`config.mk`:
```
export PLATFORM = sky130hd
export DESIGN_NAME = mtc_top
export DESIGN_NICKNAME = d
export VERILOG_FILES = /design/src/mtc_pkg.sv /design/src/mtc_decode.sv /design/src/mtc_top.sv
export VERILOG_INCLUDE_DIRS = /design/src
export SDC_FILE = /design/constraint.sdc
export NUM_CORES = 1
export LEC_CHECK = 0
export ABC_AREA = 0
export BUFFER_PORTS_ARGS = -buffer_cell sky130_fd_sc_hd__buf_4
export CAP_MARGIN = 10
export CORE_MARGIN = 2
export CORE_UTILIZATION = 35
export DETAILED_ROUTE_END_ITERATION = 8
export HOLD_SLACK_MARGIN = 0.03
export PLACE_DENSITY = 0.77
export SYNTH_ARGS = -nofsm -noshare
export SYNTH_HDL_FRONTEND = slang
export SYNTH_SLANG_ARGS = --single-unit
```
`constraint.sdc`:
```
create_clock -name CLOCK -period 0.85 [get_ports CLOCK]
set_input_delay 0.0425 -clock CLOCK [delete_from_list [all_inputs] [get_ports CLOCK]]
set_output_delay 0.0425 -clock CLOCK [all_outputs]
set_load 0.05 [all_outputs]
```
`src/mtc_params.svh`:
```
// constants for the transmit configuration block
// assumes inclusion by name from mtc_decode and mtc_top
`ifndef MTC_PARAMS_SVH
`define MTC_PARAMS_SVH
`define MTC_ADDR_TXCFG 12'h040
`define MTC_ADDR_CTRL 12'h044
`define MTC_VER_HI_LSB 26
`define MTC_VER_LO_BIT 23
`define MTC_GAP_LOW_LSB 24
`define MTC_GAP_HIGH_BIT 19
`define MTC_LOOP_LSB 17
`define MTC_CRC_BIT 16
`define MTC_BURST_LSB 8
`define MTC_WR_MASK 32'h030F0700
`define MTC_GAP_MIN 8'h60
`define MTC_BURST_MIN 11'h010
`define MTC_GAP_MIN_NS 96
`endif

```
`src/mtc_pkg.sv`:
```
// types for the transmit configuration block
// assumes mtc_params.svh is on the include path
package mtc_pkg;
    typedef enum logic [1:0] {
        MTC_LOOP_NORMAL = 2'h0,
        MTC_LOOP_MAC = 2'h1
    } mtc_loop_t;
    typedef struct packed {
        logic [7:0] gap_bits;
        logic gap_valid;
        logic mac_loop;
        logic loop_valid;
        logic append_fcs;
        logic [10:0] burst_bytes;
        logic burst_unlimited;
    } mtc_cfg_t;
endpackage : mtc_pkg

```
`src/mtc_decode.sv`:
```
// decoder of gap and burst codes into bit times and bytes
// assumes codes come straight from the configuration register
`timescale 1ns/1ns
`default_nettype none
`include "mtc_params.svh"
module mtc_decode (
    input wire logic [2:0] gap_code,
    input wire logic [2:0] burst_code,
    output logic [7:0] gap_bits,
    output logic gap_valid,
    output logic [10:0] burst_bytes,
    output logic burst_unlimited
);
    always_comb begin
        gap_valid = 1'b1;
        case (gap_code)
            3'h3: gap_bits = `MTC_GAP_MIN; // [RL2]
            3'h5: gap_bits = `MTC_GAP_MIN + 8'h08; // [RL2]
            3'h7: gap_bits = `MTC_GAP_MIN + 8'h10; // [RL2]
            3'h1: gap_bits = `MTC_GAP_MIN + 8'h18; // [RL2]
            3'h2: gap_bits = `MTC_GAP_MIN + 8'h30; // [RL2]
            default: begin
                // reserved codes fall back to the minimum gap
                gap_bits = `MTC_GAP_MIN;
                gap_valid = 1'b0;
            end
        endcase
    end
    always_comb begin
        burst_unlimited = (burst_code == 3'h7); // [RL8]
        burst_bytes = `MTC_BURST_MIN << burst_code; // [RL8]
        if (burst_unlimited) begin
            burst_bytes = 11'h000;
        end
    end
endmodule : mtc_decode
`default_nettype wire

```
`src/mtc_top.sv`:
```
// transmit configuration register with apb slave
// assumes apb master on CLOCK; mac datapath consumes CFG
// What this block does
// [RL1] gap lengthened from 96 up to 144 bits
// [RL2] three-bit gap code selects added bit times
// [RL3] loopback field: 00 normal, 01 mac loopback
// [RL4] mac loopback keeps frames off the media
// [RL5] loopback ignores link status entirely
// [RL6] software forces phy loopback for analog tests; this block has no phy loopback control
// [RL7] crc bit set means no fcs appended
// [RL8] burst code limits tx dma burst bytes
// [RL9] software writes only after transmitter enabled; writes land here regardless of enable
// [RL10] read-only silicon version in bits 30-26, 23
//
// The APB register port is this design's own decision.
`timescale 1ns/1ns
`default_nettype none
`include "mtc_params.svh"
module mtc_top (
    input wire logic CLOCK,
    input wire logic RESETN,
    input wire logic PSEL,
    input wire logic PENABLE,
    input wire logic PWRITE,
    input wire logic [11:0] PADDR,
    input wire logic [31:0] PWDATA,
    input wire logic [3:0] PSTRB,
    output logic [31:0] PRDATA,
    output logic PREADY,
    output logic PSLVERR,
    input wire logic TX_FRAME_VALID,
    output logic MEDIA_TX_VALID,
    output logic LOOP_RX_VALID,
    output logic TRANSMITTER_ENABLE,
    output mtc_pkg::mtc_cfg_t CFG
);
    import mtc_pkg::*;
    // arbitrary silicon code, not any real variant
    parameter logic [4:0] SILICON_VERSION_UPPER = 5'h15;
    parameter logic SILICON_VERSION_LOWER = 1'b1;

    logic [31:0] txcfg_q, txcfg_d;
    logic te_q, te_d;
    logic [31:0] rdata_q, rdata_d;
    logic err_q, err_d;
    logic [31:0] wmask;
    logic [31:0] read_word;
    logic access, hit_cfg, hit_ctrl;
    logic [2:0] gap_code;
    logic mac_loop;
    mtc_cfg_t cfg_d;

    assign access = PSEL && PENABLE;
    assign hit_cfg = (PADDR == `MTC_ADDR_TXCFG);
    assign hit_ctrl = (PADDR == `MTC_ADDR_CTRL);

    genvar i;
    generate
        for (i = 0; i < 4; i = i + 1) begin : g_lane
            assign wmask[i*8 +: 8] = {8{PSTRB[i]}};
        end
    endgenerate

    always_comb begin
        read_word = 32'h00000000;
        if (hit_cfg) begin
            read_word = txcfg_q & `MTC_WR_MASK;
            read_word[`MTC_VER_HI_LSB +: 5] = SILICON_VERSION_UPPER; // [RL10]
            read_word[`MTC_VER_LO_BIT] = SILICON_VERSION_LOWER; // [RL10]
        end else if (hit_ctrl) begin
            read_word[0] = te_q;
        end
    end

    always_comb begin
        txcfg_d = txcfg_q;
        te_d = te_q;
        rdata_d = rdata_q;
        err_d = 1'b0;
        if (PSEL && !PENABLE) begin
            err_d = !(hit_cfg || hit_ctrl);
            rdata_d = read_word;
        end
        if (access && PWRITE && hit_cfg) begin
            // writes land regardless of enable; driver must order them
            txcfg_d = (txcfg_q & ~(wmask & `MTC_WR_MASK)) |
                      (PWDATA & wmask & `MTC_WR_MASK); // [RL9]
        end
        if (access && PWRITE && hit_ctrl && PSTRB[0]) begin
            te_d = PWDATA[0];
        end
        if (access) begin
            err_d = err_q;
        end
    end

    always_ff @(posedge CLOCK or negedge RESETN) begin
        if (!RESETN) begin
            txcfg_q <= 32'h00000000;
            te_q <= 1'b0;
            rdata_q <= 32'h00000000;
            err_q <= 1'b0;
        end else begin
            txcfg_q <= txcfg_d;
            te_q <= te_d;
            rdata_q <= rdata_d;
            err_q <= err_d;
        end
    end

    // no wait states: setup cycle latches the read word
    assign PREADY = 1'b1;
    assign PRDATA = rdata_q;
    assign PSLVERR = access && err_q;
    assign TRANSMITTER_ENABLE = te_q;

    assign gap_code = {txcfg_q[`MTC_GAP_HIGH_BIT],
                       txcfg_q[`MTC_GAP_LOW_LSB +: 2]}; // [RL2]
    // reserved loopback codes behave as normal operation
    assign mac_loop = (txcfg_q[`MTC_LOOP_LSB +: 2] == MTC_LOOP_MAC); // [RL3]

    mtc_decode u_decode (
        .gap_code(gap_code),
        .burst_code(txcfg_q[`MTC_BURST_LSB +: 3]),
        .gap_bits(cfg_d.gap_bits),
        .gap_valid(cfg_d.gap_valid),
        .burst_bytes(cfg_d.burst_bytes),
        .burst_unlimited(cfg_d.burst_unlimited)
    );

    // plain assigns: decoder ports drive the other fields
    assign cfg_d.mac_loop = mac_loop; // [RL3]
    assign cfg_d.loop_valid = !txcfg_q[`MTC_LOOP_LSB + 1]; // [RL3]
    assign cfg_d.append_fcs = !txcfg_q[`MTC_CRC_BIT]; // [RL7]
    // gap scales with bit time at every speed
    assign CFG = cfg_d; // [RL1]

    // frames steer to loopback, no link gating on either path
    assign MEDIA_TX_VALID = TX_FRAME_VALID && !mac_loop; // [RL4] [RL5]
    assign LOOP_RX_VALID = TX_FRAME_VALID && mac_loop; // [RL5]
endmodule : mtc_top
`default_nettype wire

```
After elaboration in Yosys (flattened, before gate mapping)
Cells that the tools add are included.
{"block": "totals", "ff_bits": 66, "latchBits": 0, "ram_bits": 0, "rom_bits": 0, "in_bits": 54, "out_inout_bits": 61, "elab_cells": 41, "memories": 0}
{"block": "classes", "addsub": 0, "multipliers": 0, "div": 0, "order_cmp": 0, "eq_ne": 9, "shifts": 1, "n_mux": 7, "n_bitwise": 4, "reduce_logical": 16}
{"operator": "bitwise AND 32 bit", "count": 1}
{"operator": "inverter 26 -> 32 bit", "count": 1}
{"operator": "bitwise OR 32 x 26 -> 32 bit", "count": 1}
{"operator": "one-hot mux 8 bit (4 select lines)", "count": 1}
{"operator": "2-to-1 mux 30 bit", "count": 1}
{"operator": "bitwise AND 26 bit", "count": 1}
{"operator": "equality test 12 x 7 -> 1 bit, second input constant", "count": 2}
{"operator": "2-to-1 mux 11 bit", "count": 1}
{"operator": "left shift 5 x 3 -> 11 bit, first input constant", "count": 1}
{"operator": "equality test 3 bit, second input constant", "count": 3}
{"operator": "logical AND 1 bit", "count": 9}
{"operator": "equality test 3 x 2 -> 1 bit, second input constant", "count": 2}
{"operator": "logical NOT 1 bit", "count": 5}
{"operator": "OR reduction 5 bit", "count": 1}
{"operator": "2-to-1 mux 1 bit", "count": 4}
{"operator": "equality test 3 x 1 -> 1 bit, second input constant", "count": 1}
{"operator": "equality test 2 x 1 -> 1 bit, second input constant", "count": 1}
{"operator": "logical OR 1 bit", "count": 1}

Depth between registers and ports, before layout
Gate-level depths: netlist of the first run.
{"block": "logic_depth", "word_depth": 4, "mapped_depth": 4, "mapped_depth_nobuf": 3}

Hierarchy
A second synthesis of the first run with hierarchy kept.
{"block": "unflattened", "cells_unflattened": 124, "hier_area_um2": 1377.6}
{"mod": "mtc_top", "n_inst": 1, "cells_each": 97, "area_each_um2": 1208.7, "seq_area_each_um2": 550.5}
{"mod": "mtc_decode", "n_inst": 1, "cells_each": 27, "area_each_um2": 168.9, "seq_area_each_um2": 0.0}

Least setup slack after synthesis of the first run
OpenSTA, ideal clock, no wires.
{"block": "synth_path", "path_type": "flip-flop to output port", "from": "register (tool-made name)", "to": "output port CFG[22] (netlist bit)", "t_arrival_ns": 2.063, "t_required_ns": 0.808, "setup_slack_ns": -1.255, "stages_incl_launch_ff": 5, "path_buffers": 1, "cell_sequence": "dfrtp_1 > nand2b_1 > nor2_1 > inv_1 > buf_4"}
{"item": "end: declaration", "line_no": "mtc_top.sv:35", "text": "output mtc_pkg::mtc_cfg_t CFG"}

==> impl_table.tex, run 1 <==
\begin{tabular}{lr}
\hline
Metric & Value \\
\hline
\multicolumn{2}{l}{\textbf{Outcome}} \\
\quad Result of the run & finished with violations \\
\quad Violations in the final reports & setup timing \\
\multicolumn{2}{l}{\textbf{Global routing}} \\
\quad Pin count of the biggest net entering global routing & 23 \\
\quad Antenna violations before repair & 0 \\
\quad Global routing usage summed across all routing layers & 0.1853 \\
\quad Remaining global-route overflow & 0 \\
\quad Global-route wire length before repair & 6120 um \\
\quad Vias in the first global route & 1187 \\
\multicolumn{2}{l}{\textbf{Routing}} \\
\quad Post-route DRC violation count & 0 \\
\quad Final wirelength & 4131 um \\
\quad Top layer used by detailed routing & met4 \\
\quad Antenna Nets Post-Route & 0 \\
\quad Mean number of vias per cell & 4.505 \\
\quad Sum of routed wire segments on met1 & 1561 um \\
\quad 1st-iter DRT viols & 30 \\
\quad Amount of wire on met3 after detailed routing & 232 um \\
\quad Number of detailed-routing iterations run before antenna repair & 4 \\
\quad Routed WL per cell & 14.70 um \\
\quad Via Count & 1266 \\
\quad Met2 WL post-DR & 2265 um \\
\multicolumn{2}{l}{\textbf{Yosys}} \\
\quad Post-Syn Area & 1389 um2 \\
\quad Count of different cell masters after synthesis & 30 \\
\quad Register bit count reported by yosys & 22 \\
\quad Sequential cell area fraction in the yosys report & 0.3964 \\
\quad Syn. warnings & 0 \\
\quad Area share of the largest cell type after synthesis & 0.3964 \\
\quad Post-synthesis average cell area & 10.94 um2 \\
\quad Cell types occupying the most area after synthesis & dfrtp\_1, buf\_4, a22o\_1 \\
\quad Post-synth top area cell & dfrtp\_1 \\
\quad Post-synthesis instance total & 127 \\
\multicolumn{2}{l}{\textbf{Power}} \\
\quad Switching portion of total power & 0.2873 \\
\quad Largest voltage drop on the vdd net & 0.5827 mV \\
\quad Power share of the combinational group & 0.214 \\
\quad Part of the total power dissipated in sequential elements & 0.402 \\
\quad Lkg Pwr & 1.397 nW \\
\quad Psw & 751.4 uW \\
\quad Int Pwr & 1.864 mW \\
\quad Clk network pwr share & 0.384 \\
\quad Power density normalized to cell area & 965.3 nW/um2 \\
\multicolumn{2}{l}{\textbf{Job}} \\
\quad Max\_cap viols & 0 \\
\multicolumn{2}{l}{\textbf{Floorplanning}} \\
\quad Die area & 4488 um2 \\
\quad \# IOs & 115 \\
\quad Initial standard-cell utilization of the core & 0.3710 \\
\quad DIE WIDTH & 66.99 um \\
\quad Core Rows & 22 \\
\quad Area of the core & 3744 um2 \\
\quad Die span in y & 66.99 um \\
\multicolumn{2}{l}{\textbf{Finish}} \\
\quad Ant. Diodes & 0 \\
\quad Final cell count without fillers & 281 \\
\quad Total of fill cells in the finished design & 258 \\
\quad Post-Route Utilization & 0.7236 \\
\quad Relative area change from synthesis to final layout & 95.05\% \\
\quad Total number of nets in the final design & 288 \\
\quad Final Instance Area & 2709 um2 \\
\quad Fraction of layout cells with a size suffix above 1 & 0.6738 \\
\multicolumn{2}{l}{\textbf{Timing}} \\
\quad Top achievable clock speed & 746.2 MHz \\
\quad Setup clock skew after layout & 0.008846 ns \\
\quad Final hold slack & 0.1773 ns \\
\quad Final Max Slew Viols & 0 \\
\quad Setup repair after global routing missed its margin & yes \\
\quad Final critical-path setup slack & -0.4900 ns \\
\quad Summed negative setup slack over all endpoints & -16.80 ns \\
\quad Final number of setup-violating endpoints & 57 \\
\quad Final number of hold-violating endpoints & 0 \\
\quad Tcrit/Tclk final & 1.577 \\
\quad Shortest period the worst path allows & 1.340 ns \\
\multicolumn{2}{l}{\textbf{Clock tree}} \\
\quad CTS tree & done \\
\quad Total number of H-tree levels & 1 \\
\quad Worst-skew pair later-pin latency & 0.27 ns \\
\quad Number of buffers added by the clock tree synthesis step & 3 \\
\quad Clock transition at the registers of the reported paths & 0.09 ns \\
\quad Clock buffer depth & 2 \\
\quad Root Buffer & clkbuf\_8 \\
\quad Clock Sinks & 22 \\
\multicolumn{2}{l}{\textbf{Place}} \\
\quad Routability-driven placement congestion ratio & 0.7033 \\
\quad Port buffer count & 66 \\
\quad Cells after DPL & 244 \\
\quad Dpl hpwl & 2599 um \\
\quad Cell area after placement & 2057 um2 \\
\multicolumn{2}{l}{\textbf{Setup path}} \\
\quad Slowest Stage Delay on Critical Path & 0.45 ns \\
\quad Element type at the critical path end & output pin \\
\quad Category of the critical setup timing path & reg2out \\
\quad CP max FO & 3 \\
\quad Critical path required time & 0.81 ns \\
\quad Critical-path cell with the highest stage delay & dfrtp\_1 \\
\quad Ordered cell list for the critical path & nand2b\_4, nor2\_4, a21o\_4, buf\_8 \\
\quad Arrival time of data at the critical path endpoint & 1.30 ns \\
\quad Kind of launch point of the worst setup path & flip-flop \\
\multicolumn{2}{l}{\textbf{Hold path}} \\
\quad Path category of the worst min-delay check & in2async \\
\hline
\end{tabular}
cell usage in the layout, fill, tap and decap left out, types with 2 or more instances in the layout:
cell / synthesis / routed
clkbuf_8: 0 / 3
conb_1: 2 / 26
nand2b_1: 3 / 2
buf_12: 0 / 3
buf_6: 1 / 39
or4b_4: 0 / 4
buf_8: 0 / 11
nor4_4: 4 / 4
dlygate4sd3_1: 0 / 11
nor2b_4: 0 / 3
a22o_1: 10 / 10
dfrtp_2: 0 / 3
nor3b_4: 0 / 3
inv_2: 0 / 2
nor3_4: 0 / 2
and3_4: 0 / 2
buf_4: 34 / 53
nand2_4: 0 / 2
nor2_4: 0 / 3
dfrtp_1: 22 / 19
mux2_4: 0 / 9
Yosys cell counts (all sizes together):
cell	n
nor2b	3
buf	35
or3b	1
nor2	4
dfrtp	22
or4b	5
and3	2
nand4b	1
and3b	1
nand2	3
o21bai	1
nand2b	3
and2	1
mux2	10
or4	1
nor3	2
nand4	1
xnor2	1
nor4	5
inv	3
a21o	2
conb	2
or3	1
a22o	10
nor3b	3
clkbuf	4
metrics by stage:
step | worst slack, ns | power [mW]
floorplan | -0.6821 | 1.491
global placement | -0.7677 | 1.561
detailed placement | -0.7932 | 1.565
CTS | -0.4502 | 2.598
global route | -0.5202 | 2.681
finish | -0.4900 | 2.615
per-layer routing:
layer	vias up	track usage
met3	6	0.01014
li1	595	-
met1	594	0.2158
met2	71	0.3550
met5	-	0
met4	0	0.06378
layout make-up:
class	instances	area (um2)	area share
repair buffers	117	1172	0.4328
multi-input cells	87	837.1	0.3090
flip-flops and latches	22	554.3	0.2046
well taps	48	60.06	0.02217
clock buffers	3	41.29	0.01524
clock inverters	1	30.03	0.01109
inverters	3	13.76	0.005081
critical path, delay by kind of cell (launching register included):
kind,cells,cell delay (ns)
DFF,1,0.45
and+or+nand+nor,2,0.33
buffers and inverters,1,0.13
AOI/OAI and AO/OA,1,0.11
power by group through the flow:
stage,logic [mW],clock network [mW],registers [mW]
finish,0.559,1.01,1.05
global route,0.590,1.04,1.05
CTS,0.556,0.991,1.05
global placement,0.490,0,1.07
floorplan,0.419,0,1.07
detailed placement,0.494,0,1.07
cells by family (layout without fill, tap and decap cells):
family                 Yosys count  after routing  share of synthesized area
buffers and inverters           42            124                     0.2108
flip-flops                      22             22                     0.3964
XOR/XNOR                         1              1                   0.006307
AND/OR/NAND/NOR                 37             37                     0.2207
multiplexers                    10             10                    0.08108
other                            2             26                   0.005407
AO/OA/AOI/OAI                   13             13                    0.07928
repair_timing:
item | CTS | global route
hold endpoints to repair | 32 | 0
gates cloned | 0 | 0
resized for setup | 71 | 9
hold buffers | 11 | 0
pin swaps | 12 | 3
setup buffers | 15 | 7
setup endpoints to repair | 57 | 57
final timing paths:
path / cells past startpoint / startpoint / end / slack, ns
min in group CLOCK: 4 / PADDR[2] / PRDATA[0] / 0.18
setup reg to reg: 4 / flip-flop / flip-flop / -0.36
max in group asynchronous: 2 / RESETN / async pin / 0.41
hold reg to reg: 1 / PRDATA[16] / PRDATA[16] / 0.55
setup / recovery: 4 / flip-flop / CFG[20] / -0.49
hold / removal: 2 / RESETN / async pin / 0.18
No activity file was read; power rests on OpenSTA's default activity.
==> run 2: changes to the inputs <==
- CELL_PAD_IN_SITES_DETAIL_PLACEMENT: unset -> 1
- CELL_PAD_IN_SITES_GLOBAL_PLACEMENT: unset -> 1
- CORE_MARGIN: 2 -> 4
- CORE_UTILIZATION: 35 -> 24
- CTS_CLUSTER_SIZE: unset -> 28
- PLACE_DENSITY: 0.77 -> unset
- PLACE_DENSITY_LB_ADDON: unset -> 0.1
==> run 2 against run 1 <==
- the run still ends with setup timing left
- sequential share of layout area is 0.25 points higher
- critical path depth is 2 higher
- sequential power hardly changed
- combinational power is 3% higher
- cell count is 8.2% higher
- total power is 8.8% lower
- clock power is 25% lower
- global-route usage is 6.8 points lower
==> impl_table.tex, run 2 (synthesis gave the netlist of run 1 again) <==
\begin{tabular}{lr}
\hline
Metric & Value \\
\hline
\multicolumn{2}{l}{\textbf{Outcome}} \\
\quad Result of the run & finished with violations (unchanged) \\
\quad Violations in the final reports & setup timing (unchanged) \\
\multicolumn{2}{l}{\textbf{Job}} \\
\quad Max\_cap viols & 0 (unchanged) \\
\multicolumn{2}{l}{\textbf{Clock tree}} \\
\quad Worst-skew pair later-pin latency & 0.26 ns (was 0.27 ns) \\
\quad Number of buffers added by the clock tree synthesis step & 3 (unchanged) \\
\quad CTS tree & done (unchanged) \\
\quad Clock transition at the registers of the reported paths & 0.08 ns (was 0.09 ns) \\
\quad Clock Sinks & 22 (unchanged) \\
\quad Total number of H-tree levels & 1 (unchanged) \\
\quad Clock buffer depth & 2 (unchanged) \\
\quad Root Buffer & clkbuf\_8 (unchanged) \\
\multicolumn{2}{l}{\textbf{Finish}} \\
\quad Final Instance Area & 2689 um2 (was 2709 um2) \\
\quad Fraction of layout cells with a size suffix above 1 & 0.6767 (was 0.6738) \\
\quad Total number of nets in the final design & 287 (was 288) \\
\quad Relative area change from synthesis to final layout & 93.60\% (was 95.05\%) \\
\quad Combined flip-flop and latch cell area & 556.8 um2 (was 554.3 um2) \\
\quad Ant. Diodes & 0 (unchanged) \\
\quad Leading cell types in the layout, fill and taps excluded & buf\_4, buf\_6, conb\_1 (unchanged) \\
\quad Footprint of the multi-input gates & 837.1 um2 (unchanged) \\
\quad Total of fill cells in the finished design & 610 (was 258) \\
\quad Final cell count without fillers & 304 (was 281) \\
\quad Most common cell after layout, fill and taps aside & buf\_4 (unchanged) \\
\multicolumn{2}{l}{\textbf{Global routing}} \\
\quad Global-route wire length before repair & 6817 um (was 6120 um) \\
\quad Global routing usage summed across all routing layers & 0.1169 (was 0.1853) \\
\quad GR peak layer & met2 (unchanged) \\
\quad Fraction of met2 tracks used by global routing & 0.2174 (was 0.3550) \\
\quad Global routing usage on met3 & 0.01678 (was 0.01014) \\
\quad Vias in the first global route & 1405 (was 1187) \\
\quad Remaining global-route overflow & 0 (unchanged) \\
\quad Met1 Resource Use GR & 0.1365 (was 0.2158) \\
\quad Antenna violations before repair & 0 (unchanged) \\
\quad Pin count of the biggest net entering global routing & 23 (unchanged) \\
\multicolumn{2}{l}{\textbf{Setup path}} \\
\quad Ordered cell list for the critical path & buf\_6, or4b\_4, buf\_12, nor4\_4, buf\_4, mux2\_4 (was nand2b\_4, nor2\_4, a21o\_4, buf\_8) \\
\quad Element type at the critical path end & flip-flop (was output pin) \\
\quad Slowest Stage Delay on Critical Path & 0.57 ns (was 0.45 ns) \\
\quad FF-to-FF path depth & 4 (unchanged) \\
\quad Kind of launch point of the worst setup path & primary input (was flip-flop) \\
\quad CP max FO & 4 (was 3) \\
\quad Critical-path cell with the highest stage delay & or4b\_4 (was dfrtp\_1) \\
\quad Critical path required time & 1.00 ns (was 0.81 ns) \\
\quad Category of the critical setup timing path & in2reg (was reg2out) \\
\quad Arrival time of data at the critical path endpoint & 1.47 ns (was 1.30 ns) \\
\multicolumn{2}{l}{\textbf{Floorplanning}} \\
\quad DIE WIDTH & 84.07 um (was 66.99 um) \\
\quad Die span in y & 84.07 um (was 66.99 um) \\
\quad Initial standard-cell utilization of the core & 0.2492 (was 0.3710) \\
\quad \# IOs & 115 (unchanged) \\
\quad Core Rows & 27 (was 22) \\
\quad Die area & 7068 um2 (was 4488 um2) \\
\quad Area of the core & 5574 um2 (was 3744 um2) \\
\multicolumn{2}{l}{\textbf{Routing}} \\
\quad Number of detailed-routing iterations run before antenna repair & 3 (was 4) \\
\quad Via Count & 1261 (was 1266) \\
\quad Post-route DRC violation count & 0 (unchanged) \\
\quad Antenna Nets Post-Route & 0 (unchanged) \\
\quad Mean number of vias per cell & 4.148 (was 4.505) \\
\quad Final wirelength & 4204 um (was 4131 um) \\
\quad 1st-iter DRT viols & 43 (was 30) \\
\quad Routed WL per cell & 13.83 um (was 14.70 um) \\
\multicolumn{2}{l}{\textbf{Timing}} \\
\quad Tcrit/Tclk final & 1.554 (was 1.577) \\
\quad Final Max Slew Viols & 0 (unchanged) \\
\quad Top achievable clock speed & 757.2 MHz (was 746.2 MHz) \\
\quad Shortest period the worst path allows & 1.321 ns (was 1.340 ns) \\
\quad Setup repair after global routing missed its margin & yes (unchanged) \\
\quad Final number of setup-violating endpoints & 57 (unchanged) \\
\quad Final critical-path setup slack & -0.4707 ns (was -0.4900 ns) \\
\quad Final number of hold-violating endpoints & 0 (unchanged) \\
\quad Setup clock skew after layout & 0.004221 ns (was 0.008846 ns) \\
\multicolumn{2}{l}{\textbf{Hold path}} \\
\quad Path category of the worst min-delay check & in2async (unchanged) \\
\multicolumn{2}{l}{\textbf{Place}} \\
\quad Cell area after placement & 2122 um2 (was 2057 um2) \\
\quad Routability-driven placement congestion ratio & 0.7277 (was 0.7033) \\
\quad Port buffer count & 66 (unchanged) \\
\quad Dpl hpwl & 3281 um (was 2599 um) \\
\quad Worst slack after detailed placement & -0.8346 ns (was -0.7932 ns) \\
\quad Cells after DPL & 271 (was 244) \\
\multicolumn{2}{l}{\textbf{Power}} \\
\quad Largest voltage drop on the vdd net & 0.5992 mV (was 0.5827 mV) \\
\quad Power density normalized to cell area & 886.8 nW/um2 (was 965.3 nW/um2) \\
\quad Lkg Pwr & 1.377 nW (was 1.397 nW) \\
\hline
\end{tabular}
[run 2: changes by cell type in the layout (fill, tap and decap cells not counted), sizes merged]
cell    delta
clkbuf     +1
bufinv     -1
buf        -1
[run 2: worst max-delay path, delay by kind of cell]
kind	cells	cell delay [ns]
simple gates	2	0.68
mux	1	0.30
buf+inv	3	0.43
[run 2: repair_timing]
action | CTS | global route
setup buffers | 10 | 8
setup endpoints to repair | 57 | 57
endpoints found under the hold margin | 32 | 0
hold buffers | 11 | 0
pin swaps | 17 | 9
resized for setup | 55 | 15
[run 2: routing by layer]
metal | vias to the layer above | wire length (um)
met5 | - | 0
met4 | 0 | 36
met3 | 2 | 272
met2 | 54 | 2271
met1 | 613 | 1624
li1 | 592 | -
[run 2: final timing paths]
kind,end,slack [ns],start
min in group CLOCK,PRDATA[0],0.23,PADDR[2]
min reg2reg,PRDATA[17],0.55,PRDATA[17]
min,PRDATA[8],0.21,RESETN
max reg2reg,flip-flop,-0.35,flip-flop
max in group asynchronous,async pin,0.40,RESETN
max,flip-flop,-0.47,PADDR[7]
[run 2: power breakdown]
group | total (mW) | switching, mW | internal (mW)
combinational | 0.577 | 0.380 | 0.197
clock | 0.757 | 0.344 | 0.412
sequential | 1.05 | 0.00159 | 1.05
[run 2: final cells by class]
cell class	instances	share of cell area
well taps	72	0.03350
flip-flops and latches	22	0.2071
inverters	3	0.004188
multi-input cells	87	0.3113
repair buffers	116	0.4235
clock buffers	4	0.02047
[run 2: metrics by stage]
stage | hold slack (ns) | power, mW | utilization | TNS, ns
CTS | 0.2216 | 2.375 | 0.4586 | -15.79
global route | 0.2288 | 2.498 | 0.4824 | -18.44
floorplan | -0.2531 | 1.491 | - | -14.85
detailed placement | -0.05061 | 1.574 | 0.3807 | -17.46
global placement | -0.05276 | 1.571 | 0.3807 | -16.44
finish | 0.2052 | 2.385 | 0.4824 | -16.28
